<file path="src/verilog/param_channel_defs.vh">
// Constants shared by the parameter channel codec and its page index map.
// Assumes inclusion by bare name from files under verilog/.
`ifndef PARAM_CHANNEL_DEFS_VH
`define PARAM_CHANNEL_DEFS_VH

// Register byte addresses on the Avalon-MM slave.
`define REG_NUMBER 8'h00
`define REG_CTRL 8'h04
`define REG_VALUE 8'h08
`define REG_CMD 8'h0C
`define REG_STATUS 8'h10
`define REG_CHIN01 8'h14
`define REG_CHIN23 8'h18
`define REG_CHOUT01 8'h1C
`define REG_CHOUT23 8'h20
`define REG_DEC_RESULT 8'h24
`define REG_DEC_VALUE 8'h28
`define REG_ACYC_HDR 8'h2C
`define REG_ACYC_ADDR 8'h30
`define REG_ACYC_IDX_LEN 8'h34
`define REG_DX_CFG 8'h38
`define REG_ACYC_RESP 8'h3C

// Command bits.
`define CMD_ENCODE 0
`define CMD_DECODE 1
`define CMD_HDR_CHECK 2
`define CMD_DX_CHECK 3

// Status bits.
`define ST_BUSY 0
`define ST_DONE 1
`define ST_ILLEGAL_NUM 2
`define ST_BAD_CODE 3
`define ST_HDR_BAD 4
`define ST_TOO_BIG 5
`define ST_DX_REJECT 6

// Value formats in the control register.
`define FMT_8BIT 2'h0
`define FMT_16BIT 2'h1
`define FMT_32BIT 2'h2
`define FMT_CONNECTOR 2'h3

// Request and response codes of the cyclic channel.
`define RQ_READ_FIELD 4'h6
`define RQ_WRITE_WORD 4'h7
`define RQ_WRITE_DWORD 4'h8
`define RESP_ERROR 4'h7
`define ERR_ILLEGAL_NUMBER 16'h0000
`define ERR_NOT_SUPPORTED 16'h006A

// Page index table, entry 0 in the low bits.
`define PAGE_ENTRIES 8
`define PAGE_OFFSETS {16'hEA60, 16'h7530, 16'h4E20, 16'h2710, \
  16'h1F40, 16'h1770, 16'h07D0, 16'h0000}
`define PAGE_CODES {8'h74, 8'hF0, 8'h50, 8'hA0, 8'h20, 8'h90, 8'h80, 8'h00}
`define PAGE_RANGE 17'h007D0
`define DRIVE_OBJECT 6'h3F

// Acyclic read request header and limits.
`define ACYC_READ_REQ 8'h01
`define ACYC_HDR_BYTE2 8'h01
`define ACYC_MAX_PARAMS 8'h27
`define ACYC_ATTR_VALUE 8'h10
`define ACYC_ATTR_DESC 8'h20
`define ACYC_MAX_INDEXES 8'hEA
`define ACYC_MAX_BYTES 16'h00F0
`define ACYC_RESP_OK 8'h01
`define ACYC_RESP_FAIL 8'h81

// Slave-to-slave exchange limits.
`define DX_MAX_WORDS 5'h0C
`define DX_MAX_LINKS 3'h4

`endif
</file>
<file path="src/verilog/page_index_map.v">
// Page index map: parameter number to offset and page code, and back.
// Assumes purely combinational use from the codec on the same clock.
`timescale 1ns/10ps
`include "param_channel_defs.vh"

module page_index_map #(
  parameter N = `PAGE_ENTRIES
) (
  input wire [15:0] number,
  input wire [7:0] page,
  output wire [15:0] enc_offset,
  output wire [7:0] enc_page,
  output wire enc_ok,
  output wire [15:0] dec_offset,
  output wire dec_ok
);
  localparam [16*N-1:0] OFFS = `PAGE_OFFSETS;
  localparam [8*N-1:0] PAGES = `PAGE_CODES;

  wire [16*(N+1)-1:0] eoff_c;
  wire [8*(N+1)-1:0] epg_c;
  wire [16*(N+1)-1:0] doff_c;
  wire [N:0] ehit_c;
  wire [N:0] dhit_c;

  assign eoff_c[15:0] = 16'h0000;
  assign epg_c[7:0] = 8'h00;
  assign doff_c[15:0] = 16'h0000;
  assign ehit_c[0] = 1'b0;
  assign dhit_c[0] = 1'b0;

  // The ranges are disjoint, so at most one entry hits and ORing is safe.
  genvar i;
  generate
    for (i = 0; i < N; i = i + 1) begin : g_entry
      wire [16:0] lo = {1'b0, OFFS[16*i +: 16]};
      wire [16:0] hi = lo + `PAGE_RANGE;
      wire eh = ({1'b0, number} >= lo) && ({1'b0, number} < hi); // [RULE2]
      wire dh = (page == PAGES[8*i +: 8]); // [RULE23]
      assign ehit_c[i+1] = ehit_c[i] | eh;
      assign dhit_c[i+1] = dhit_c[i] | dh;
      assign eoff_c[16*(i+1) +: 16] = eoff_c[16*i +: 16] |
        (eh ? OFFS[16*i +: 16] : 16'h0000);
      assign epg_c[8*(i+1) +: 8] = epg_c[8*i +: 8] |
        (eh ? PAGES[8*i +: 8] : 8'h00); // [RULE3]
      assign doff_c[16*(i+1) +: 16] = doff_c[16*i +: 16] |
        (dh ? OFFS[16*i +: 16] : 16'h0000);
    end
  endgenerate

  assign enc_offset = eoff_c[16*N +: 16];
  assign enc_page = epg_c[8*N +: 8];
  assign enc_ok = ehit_c[N];
  assign dec_offset = doff_c[16*N +: 16];
  assign dec_ok = dhit_c[N];
endmodule // page_index_map

</file>
<file path="src/verilog/param_channel_codec.v">
// Parameter channel codec: builds and parses the four-word cyclic channel,
// checks acyclic read headers and slave-to-slave exchange settings.
// Assumes an Avalon-MM master on the same clock and a 32-bit data bus.
//
// The register addresses and the Avalon-MM register port were left to the implementer.
`timescale 1ns/10ps
`include "param_channel_defs.vh"

// Behaviour
// RULE1: Numbers below 2000 go unchanged into the number field, page zero.
// RULE2: Numbers from 2000 carry number minus offset; decode adds it back.
// RULE3: Page byte in word two low byte encodes the range offset.
// RULE4: Element index sits in bits 15 to 8 of word two.
// RULE5: 8-bit value in word four low byte, rest and word three zero.
// RULE6: 16-bit value fills word four; 32-bit spans words three and four.
// RULE7: Connector: source in word three, object 15:10, index 9:0.
// RULE8: Request code in bits 15 to 12; 6 reads, 7 writes word.
// RULE9: Read requests carry zero in words three and four; ignored.
// RULE10: Connector drive object is always 63.
// RULE11: Exchange accepts at most 12 words per drive, 4 links per publisher.
// RULE12: Slave-to-slave exchange is allowed only over the first fieldbus.
// RULE13: Acyclic data set transfers carry at most 240 bytes.
// RULE14: Acyclic read starts with reference 01..FF, then request code 01.
// RULE15: Header byte 2 is 01, byte 3 parameter count 01..27.
// RULE16: Attribute 10 reads value, 20 reads description.
// RULE17: Index count lies in 00..EA, 00 when unindexed.
// RULE18: Address block parameter number lies in 0001..FFFF.
// RULE19: First index 0000..FFFF, 0000 for an unindexed parameter.
// RULE20: Code 8 writes double word; codes 1,2,3 equal 6,7,8.
// RULE21: Unprocessable request answers code 7, error number in top word; the code puts it in word four, low half of chout23.
// RULE22: Parameter count outside 01..27 gives a negative acyclic response.
// RULE23: Unknown page code makes the parameter number illegal.
module param_channel_codec (
  input wire clock,
  input wire nrst,
  input wire clock_en,
  input wire [7:0] address,
  input wire read,
  input wire write,
  input wire [31:0] writedata,
  input wire [3:0] byteenable,
  output wire [31:0] readdata,
  output wire waitrequest,
  output wire dx_enable
);

  ////////////////////////////////////////////////////////////////////////////

  localparam [1:0] S_IDLE = 2'b01;
  localparam [1:0] S_WORK = 2'b10;
  function [31:0] merge;
    input [31:0] old;
    input [31:0] nw;
    input [3:0] be;
    reg [31:0] m;
    begin
      m = {{8{be[3]}}, {8{be[2]}}, {8{be[1]}}, {8{be[0]}}};
      merge = (old & ~m) | (nw & m);
    end
  endfunction

  // Returns {legal, canonical code}; the old codes fold onto the new ones.
  function [4:0] canon_code;
    input [3:0] c;
    begin
      case (c)
        4'h1, 4'h6: canon_code = {1'b1, `RQ_READ_FIELD}; // [RULE20]
        4'h2, 4'h7: canon_code = {1'b1, `RQ_WRITE_WORD}; // [RULE20]
        4'h3, 4'h8: canon_code = {1'b1, `RQ_WRITE_DWORD}; // [RULE20]
        default: canon_code = {1'b0, c};
      endcase
    end
  endfunction

  reg ack_q;
  reg [31:0] readdata_q;
  reg [1:0] state_q;
  reg [3:0] op_q;
  reg [15:0] num_q;
  reg [31:0] ctrl_q;
  reg [31:0] value_q;
  reg [31:0] chin01_q;
  reg [31:0] chin23_q;
  reg [31:0] chout01_q;
  reg [31:0] chout23_q;
  reg [31:0] dec_result_q;
  reg [31:0] dec_value_q;
  reg [31:0] hdr_q;
  reg [31:0] addr_q;
  reg [31:0] idx_len_q;
  reg [31:0] dx_cfg_q;
  reg [31:0] acyc_resp_q;
  reg [6:0] status_q;
  reg dx_enable_q;
  wire [15:0] enc_offset;
  wire [7:0] enc_page;
  wire enc_ok;
  wire [15:0] dec_offset;
  wire dec_ok;
  wire bus_go = (read | write) & ~ack_q;
  wire wr_go = write & ack_q;
  wire [7:0] wa = {address[7:2], 2'b00};
  wire [31:0] num_wr = merge({16'h0000, num_q}, writedata, byteenable);
  assign waitrequest = (read | write) & ~ack_q;
  assign readdata = readdata_q;
  assign dx_enable = dx_enable_q;

  page_index_map #(.N(`PAGE_ENTRIES)) u_map (
    .number(num_q),
    .page(chin01_q[7:0]),
    .enc_offset(enc_offset),
    .enc_page(enc_page),
    .enc_ok(enc_ok),
    .dec_offset(dec_offset),
    .dec_ok(dec_ok)
  );

  ////////////////////////////////////////////////////////////////////////////
  // Encoder: number, code, element and value into four channel words.
  reg [4:0] enc_code;
  reg [15:0] enc_diff;
  reg [15:0] enc_w0;
  reg [15:0] enc_w1;
  reg [15:0] enc_w2;
  reg [15:0] enc_w3;
  always @* begin
    enc_code = canon_code(ctrl_q[3:0]);
    enc_diff = num_q - enc_offset; // [RULE1] [RULE2]
    enc_w0 = {enc_code[3:0], 1'b0, enc_diff[10:0]}; // [RULE8]
    enc_w1 = {ctrl_q[15:8], enc_page}; // [RULE3] [RULE4]
    case (ctrl_q[17:16])
      `FMT_8BIT: begin
        enc_w2 = 16'h0000; // [RULE5]
        enc_w3 = {8'h00, value_q[7:0]}; // [RULE5]
      end
      `FMT_16BIT: begin
        enc_w2 = 16'h0000; // [RULE6]
        enc_w3 = value_q[15:0]; // [RULE6]
      end
      `FMT_32BIT: begin
        enc_w2 = value_q[31:16]; // [RULE6]
        enc_w3 = value_q[15:0]; // [RULE6]
      end
      default: begin
        enc_w2 = value_q[15:0]; // [RULE7]
        enc_w3 = {`DRIVE_OBJECT, value_q[25:16]}; // [RULE7] [RULE10]
      end
    endcase
    // A read carries no value, so both value words go out as zero.
    if (enc_code[3:0] == `RQ_READ_FIELD) begin
      enc_w2 = 16'h0000; // [RULE9]
      enc_w3 = 16'h0000; // [RULE9]
    end
  end

  ////////////////////////////////////////////////////////////////////////////
  // Decoder and acyclic and exchange checks.
  reg [4:0] dec_code;
  reg [15:0] dec_number;
  reg [31:0] dec_value;
  reg hdr_ok;
  reg len_ok;
  reg dx_ok;
  always @* begin
    dec_code = canon_code(chin01_q[31:28]); // [RULE8]
    dec_number = {5'h00, chin01_q[26:16]} + dec_offset; // [RULE2]
    case (dec_code[3:0])
      `RQ_WRITE_WORD: dec_value = {16'h0000, chin23_q[15:0]};
      `RQ_WRITE_DWORD: dec_value = chin23_q; // [RULE20]
      default: dec_value = 32'h0000_0000; // [RULE9]
    endcase
    hdr_ok = (hdr_q[7:0] != 8'h00) && // [RULE14]
      (hdr_q[15:8] == `ACYC_READ_REQ) && // [RULE14]
      (hdr_q[23:16] == `ACYC_HDR_BYTE2) && // [RULE15]
      (hdr_q[31:24] != 8'h00) && // [RULE15] [RULE22]
      (hdr_q[31:24] <= `ACYC_MAX_PARAMS) && // [RULE15] [RULE22]
      ((addr_q[7:0] == `ACYC_ATTR_VALUE) ||
       (addr_q[7:0] == `ACYC_ATTR_DESC)) && // [RULE16]
      (addr_q[15:8] <= `ACYC_MAX_INDEXES) && // [RULE17]
      (addr_q[31:16] != 16'h0000) && // [RULE18]
      ((addr_q[15:8] != 8'h00) ||
       (idx_len_q[15:0] == 16'h0000)); // [RULE19]
    len_ok = (idx_len_q[31:16] <= `ACYC_MAX_BYTES); // [RULE13]
    dx_ok = (dx_cfg_q[4:0] <= `DX_MAX_WORDS) && // [RULE11]
      (dx_cfg_q[10:8] <= `DX_MAX_LINKS) && // [RULE11]
      dx_cfg_q[16]; // [RULE12]
  end

  // Status events raised by the finishing operation.
  reg [6:0] st_set;
  always @* begin
    st_set = 7'h00;
    if (state_q == S_WORK) begin
      st_set[`ST_DONE] = 1'b1;
      if (op_q[`CMD_ENCODE]) begin
        st_set[`ST_ILLEGAL_NUM] = ~enc_ok;
        st_set[`ST_BAD_CODE] = ~enc_code[4];
      end
      if (op_q[`CMD_DECODE]) begin
        st_set[`ST_BAD_CODE] = ~dec_code[4];
        st_set[`ST_ILLEGAL_NUM] = dec_code[4] & ~dec_ok; // [RULE23]
      end
      if (op_q[`CMD_HDR_CHECK]) begin
        st_set[`ST_HDR_BAD] = ~hdr_ok; // [RULE22]
        st_set[`ST_TOO_BIG] = ~len_ok; // [RULE13]
      end
      if (op_q[`CMD_DX_CHECK]) begin
        st_set[`ST_DX_REJECT] = ~dx_ok;
      end
    end
  end

  ////////////////////////////////////////////////////////////////////////////
  // Bus slave: every access waits one cycle with clock_en high, then completes.
  always @(posedge clock or negedge nrst) begin
    if (!nrst) begin
      ack_q <= 1'b0;
      readdata_q <= 32'h0000_0000;
    end else if (clock_en) begin
      ack_q <= bus_go;
      if (read & ~ack_q) begin
        case (wa)
          `REG_NUMBER: readdata_q <= {16'h0000, num_q};
          `REG_CTRL: readdata_q <= ctrl_q;
          `REG_VALUE: readdata_q <= value_q;
          `REG_STATUS: readdata_q <= {25'h0, status_q[6:1],
                                      state_q == S_WORK};
          `REG_CHIN01: readdata_q <= chin01_q;
          `REG_CHIN23: readdata_q <= chin23_q;
          `REG_CHOUT01: readdata_q <= chout01_q;
          `REG_CHOUT23: readdata_q <= chout23_q;
          `REG_DEC_RESULT: readdata_q <= dec_result_q;
          `REG_DEC_VALUE: readdata_q <= dec_value_q;
          `REG_ACYC_HDR: readdata_q <= hdr_q;
          `REG_ACYC_ADDR: readdata_q <= addr_q;
          `REG_ACYC_IDX_LEN: readdata_q <= idx_len_q;
          `REG_DX_CFG: readdata_q <= dx_cfg_q;
          `REG_ACYC_RESP: readdata_q <= acyc_resp_q;
          default: readdata_q <= 32'h0000_0000;
        endcase
      end
    end
  end

  // Software registers; the control fields keep only their defined bits.
  always @(posedge clock or negedge nrst) begin
    if (!nrst) begin
      num_q <= 16'h0000;
      ctrl_q <= 32'h0000_0000;
      value_q <= 32'h0000_0000;
      chin01_q <= 32'h0000_0000;
      chin23_q <= 32'h0000_0000;
      hdr_q <= 32'h0000_0000;
      addr_q <= 32'h0000_0000;
      idx_len_q <= 32'h0000_0000;
      dx_cfg_q <= 32'h0000_0000;
    end else if (clock_en && wr_go) begin
      case (wa)
        `REG_NUMBER: num_q <= num_wr[15:0];
        `REG_CTRL: ctrl_q <= merge(ctrl_q, writedata, byteenable) &
                             32'h0003_FF0F;
        `REG_VALUE: value_q <= merge(value_q, writedata, byteenable);
        `REG_CHIN01: chin01_q <= merge(chin01_q, writedata, byteenable);
        `REG_CHIN23: chin23_q <= merge(chin23_q, writedata, byteenable);
        `REG_ACYC_HDR: hdr_q <= merge(hdr_q, writedata, byteenable);
        `REG_ACYC_ADDR: addr_q <= merge(addr_q, writedata, byteenable);
        `REG_ACYC_IDX_LEN: idx_len_q <= merge(idx_len_q, writedata,
                                              byteenable);
        `REG_DX_CFG: dx_cfg_q <= merge(dx_cfg_q, writedata, byteenable) &
                                 32'h0001_071F;
        default: ;
      endcase
    end
  end

  ////////////////////////////////////////////////////////////////////////////
  // Operation sequencer. A command written while busy is dropped; the busy
  // window is a single cycle, so software sees it only if it polls hard.
  wire cmd_wr = wr_go && (wa == `REG_CMD) && byteenable[0];
  wire [3:0] op_d = writedata[3:0] & (~writedata[3:0] + 4'h1);

  // A status bit written with one is cleared unless it is set in that cycle.
  wire [6:0] st_clr = (wr_go && (wa == `REG_STATUS) && byteenable[0]) ?
                      writedata[6:0] : 7'h00;

  always @(posedge clock or negedge nrst) begin
    if (!nrst) begin
      state_q <= S_IDLE;
      op_q <= 4'h0;
      status_q <= 7'h00;
      chout01_q <= 32'h0000_0000;
      chout23_q <= 32'h0000_0000;
      dec_result_q <= 32'h0000_0000;
      dec_value_q <= 32'h0000_0000;
      acyc_resp_q <= 32'h0000_0000;
      dx_enable_q <= 1'b0;
    end else if (clock_en) begin
      status_q <= (status_q & ~st_clr) | st_set;
      case (state_q)
        S_IDLE: begin
          if (cmd_wr && (op_d != 4'h0)) begin
            op_q <= op_d;
            state_q <= S_WORK;
          end
        end
        S_WORK: begin
          state_q <= S_IDLE;
          if (op_q[`CMD_ENCODE] && enc_ok && enc_code[4]) begin
            chout01_q <= {enc_w0, enc_w1};
            chout23_q <= {enc_w2, enc_w3};
          end
          if (op_q[`CMD_DECODE]) begin
            if (!dec_code[4] || !dec_ok) begin
              chout01_q <= {`RESP_ERROR, chin01_q[27:0]}; // [RULE21]
              chout23_q <= {16'h0000, dec_code[4] ? `ERR_ILLEGAL_NUMBER :
                            `ERR_NOT_SUPPORTED}; // [RULE21] [RULE23]
            end else begin
              dec_result_q <= {chin01_q[15:8], 4'h0, dec_code[3:0],
                               dec_number}; // [RULE4] [RULE2]
              dec_value_q <= dec_value;
            end
          end
          if (op_q[`CMD_HDR_CHECK]) begin
            acyc_resp_q <= {hdr_q[31:24], `ACYC_HDR_BYTE2,
                            (hdr_ok && len_ok) ? `ACYC_RESP_OK :
                            `ACYC_RESP_FAIL, hdr_q[7:0]}; // [RULE22]
          end
          if (op_q[`CMD_DX_CHECK]) begin
            dx_enable_q <= dx_ok; // [RULE11] [RULE12]
          end
        end
        default: begin
          state_q <= S_IDLE;
        end
      endcase
    end
  end

endmodule // param_channel_codec

</file>
<file path="config.mk">
export PLATFORM = sky130hd
export DESIGN_NAME = param_channel_codec
export DESIGN_NICKNAME = d
export VERILOG_FILES = /design/src/verilog/page_index_map.v /design/src/verilog/param_channel_codec.v
export VERILOG_INCLUDE_DIRS = /design/src /design/src/verilog
export SDC_FILE = /design/constraint.sdc
export NUM_CORES = 1
export LEC_CHECK = 0
export ABC_AREA = 1
export BUFFER_PORTS_ARGS = -buffer_cell sky130_fd_sc_hd__buf_2
export CAP_MARGIN = 20
export CORE_UTILIZATION = 43
export CTS_CLUSTER_DIAMETER = 50
export DETAILED_ROUTE_END_ITERATION = 10
export GPL_ROUTABILITY_DRIVEN = 1
export GPL_TIMING_DRIVEN = 0
export PLACE_DENSITY = 0.67
export SLEW_MARGIN = 15
export SYNTH_ARGS = -nofsm -noshare
export SYNTH_HDL_FRONTEND = slang
export SYNTH_SLANG_ARGS = --single-unit
</file>
<file path="constraint.sdc">
create_clock -name clock -period 2.6 [get_ports clock]
set_clock_uncertainty 0.15 [all_clocks]
set_input_delay 0.13 -clock clock [delete_from_list [all_inputs] [get_ports clock]]
set_output_delay 0.13 -clock clock [all_outputs]
set_load 0.01 [all_outputs]
</file>
==> metrics.md <==
| Metric | Value |
|---|---|
| Critical Path Max Stage Delay | `0.48 ns` |
| Critical Path RT | `2.96 ns` |
| Seq/Total Area, Yosys | `0.4988` |
| Violated checks | `setup timing` |
| Die X | `223.1 um` |
| Gr usage total | `0.4150` |
| DPL Wire Length | `77500 um` |
| Comb pwr share | `0.098` |
| Worst Max-Slew Pin Slew | `1.201 ns` |
| Clock sinks | `419` |
| Hold Fails Final Rpt | `0` |
| Pin count of the biggest net entering global routing | `108` |
| Run status | `complete, but fails checks` |
| Clock period minus final worst setup slack | `2.926 ns` |
| DRT iter0 DRCs | `3273` |
| Switch share | `0.2792` |
| Worst Path Buf+Inv | `4` |
| Final setup vio count | `23` |
| Total global routing overflow | `0` |
| Yosys cell types | `56` |
| Post-Syn Nets | `2700` |
| Peak fanout along the critical path | `6` |
| DP Worst Slack | `-1.125 ns` |
| Final ANT Viol Nets | `0` |
| Primary FF master, synth | `dfrtp_1` |
| Initial Util | `0.4384` |
| Post-synth top area share | `0.4976` |
| Ranking of synthesized cells by area | `dfrtp_1, nand2_1, o21ai_0` |
| Worst Hold Class | `input pin to register` |
| Setup CP Type | `register to register` |
| Clock Power Share | `0.489` |
| Syn-to-layout area delta | `27.48%` |
| CP Launch Type | `register` |
| Avg Cell Area, Syn | `7.984 um2` |
| # rows | `80` |
| Top delay family on crit path | `simple AND/OR/NAND/NOR gates` |
| I/O pins | `83` |
| Core ar. | `47950 um2` |
| Top-count cell post-synth | `nand2_1` |
| Synth async-reset ratio | `1.000` |
| Final setup TNS | `-2.619 ns` |
| Vias in the first global route | `20360` |
| Area of the die | `49780 um2` |
| Final Net Count | `2990` |
| Crit path top cell by count | `nand2_1` |
| CTS H-tree depth | `2` |
| Fin util | `0.5589` |
| Max-slew headroom | `0.1966` |
| P per Cell Area | `614.9 nW/um2` |
| Post-synth EDFFs | `0` |
| Internal Power | `11.88 mW` |
| RSZ-0062 raised after global routing | `yes` |
| CP Capture Type | `register` |
| CTS Buf Count | `57` |
| Period utilization | `1.125` |
| Worst EP arrival | `3.28 ns` |
| Clock latency at the later pin of the worst-skew pair | `0.64 ns` |
| Routed len/inst | `29.03 um` |
| Max Buffers Root-to-Sink | `3` |
| Synth Register Bits | `419` |
| Clock transition at the registers of the reported paths | `0.06 ns` |
| Sequence of cells on the critical path | `buf_6 > nand2_4 > nor2_4 > nand2_2 > a21oi_2 > inv_2 > nand2_4 > inv_4 > nand3_4 > ha_4 > inv_4 > fa_2 > nand4_1 > nand3_1 > xor2_1 > nand3b_1 > nand3_2 > nand2_1 > nand2_1 > nand2_1` |
| Area occupied by multi-input gates | `9808 um2` |
| Critical-path top delay cell | `dfrtp_2` |
| Fmax | `341.7 MHz` |
| Register Area | `10500 um2` |
| Post-route insts no fill | `3586` |
| Static leakage | `12.09 nW` |
| Drt pass-1 iters | `6` |
| Initial antenna violation count | `2` |
| Via count | `22190` |
| Synth area leader | `dfrtp_1` |
| Post-synthesis cell count | `2633` |
| Post-synth top cells | `nand2_1, dfrtp_1, o21ai_0` |
| Hold slack final | `0.04594 ns` |
| Final slew viol count | `0` |
| Setup slack after layout | `-0.3262 ns` |
| GP Congestion | `1.060` |
| Placed insts | `3328` |
| Maxcap violations | `0` |
| First-pass GRT wire length | `145900 um` |
| Share of cells above drive strength 1 | `0.1846` |
| Vias per std cell | `6.189` |
| Ys Warns | `0` |
| Worst vdd ir | `599.0 uV` |
| Root Driver | `clkbuf_16` |
| I/O Buffers | `76` |
| Fillcell total | `4366` |
| Cell Area, Synth | `21020 um2` |
| Register share of total power | `0.413` |
| Residual DRC | `0` |
| Switch Pwr | `4.601 mW` |
| CTS tree | `done` |
| Die Y-Extent | `223.1 um` |
| Routed WL | `104100 um` |
[cells by family (layout without fill, tap and decap cells)]
| logic type | Yosys count | after routing | share of synthesized area |
|---|---|---|---|
| buffers and inverters | 389 | 725 | 0.07363 |
| muxes | 4 | 4 | 0.002143 |
| other | 0 | 2 | 0 |
| DFF | 419 | 419 | 0.4988 |
| xor gates and xnor gates | 11 | 11 | 0.004583 |
| and+or+nand+nor | 1050 | 1050 | 0.2093 |
| adders and majority gates | 18 | 18 | 0.01143 |
| AOI/OAI and AO/OA | 742 | 742 | 0.2000 |
[worst paths after layout]
check,from,end,slack (ns),cells past startpoint
max,register,chout01_q[26]$_DFFE_PN0P_,-0.33,20
min,byteenable[1],register,0.05,3
max reg2reg,register,chout01_q[26]$_DFFE_PN0P_,-0.33,20
min reg2reg,register,register,0.33,2
max in group asynchronous,nrst,readdata[19]$_DFFE_PN0P_,0.75,5
min in group asynchronous,nrst,state_q[0]$_DFFE_PN1P_,0.47,3
[timing repair]
item / 4_1_cts / 5_1_grt
cloned: 0 / 6
pin swaps: 53 / 60
resized for setup: 129 / 205
hold buffers: 47 / 0
setup endpoints to repair: 330 / 332
hold endpoints to repair: 426 / 0
buffers inserted: 66 / 39
[through the flow]
| stage | instance area (um2) | power (mW) |
|---|---|---|
| 2_1_floorplan | 21050 | 7.435 |
| 3_3_place_gp | 22200 | 8.068 |
| 3_5_place_dp | 22330 | 8.107 |
| 4_1_cts | 25700 | 16.27 |
| 5_1_grt | 26790 | 16.85 |
| 6_report | 26800 | 16.48 |
[cell usage in the layout, fill, tap and decap left out, drive strengths merged, types with 3 or more instances in the layout]
cell           n
or2            4
ha            16
inv          273
clkinv        14
buf          213
clkbuf       167
clkinvlp       8
dfrtp        418
a21boi         6
o22ai         31
nand2        717
xnor2          3
bufinv         4
mux2           4
nand3        131
o21a           3
dlygate4sd3   46
xor2           8
nor4          20
a211oi        13
o2111ai        7
a221oi        52
a22o           6
a22oi         14
nor3          10
a31oi          3
a21oi         94
o21ai        475
o211ai        26
nor2         128
nand4         35
nand3b         3
[worst min-delay path, cell delays in order]
cell and delay [ns]:
clkbuf_1 0.29, nand2_1 0.27, o21ai_0 0.09
[area by class of cell]
| cell class | instances | area share |
|---|---|---|
| diodes | 2 | 0.0001868 |
| plain buffers | 122 | 0.02661 |
| clock buffers | 69 | 0.05677 |
| clock inverters | 36 | 0.01522 |
| inverters | 263 | 0.03843 |
| multi-input cells | 1825 | 0.3660 |
| flip-flops and latches | 419 | 0.3919 |
| well taps | 615 | 0.02871 |
| repair buffers | 235 | 0.07615 |
[power groups by stage]
stage                     Combinational, mW  Clock (mW)  Sequential [mW]
final                                  1.62        8.05             6.80
after global routing                   1.72        8.33             6.80
after CTS                              1.43        8.05             6.79
after detailed placement               1.20           0             6.91
after global placement                 1.16           0             6.91
after floorplan                       0.598           0             6.84
[metal layers]
layer / share of wire / vias to the layer above / GRT usage
met5: 0.00021 / - / 0
met4: 0.059 / 4 / 0.2167
met3: 0.13 / 277 / 0.1198
met2: 0.42 / 1488 / 0.5914
met1: 0.40 / 10930 / 0.5709
li1: - / 9498 / -
Note: power is estimated with default switching activity, not from simulation.
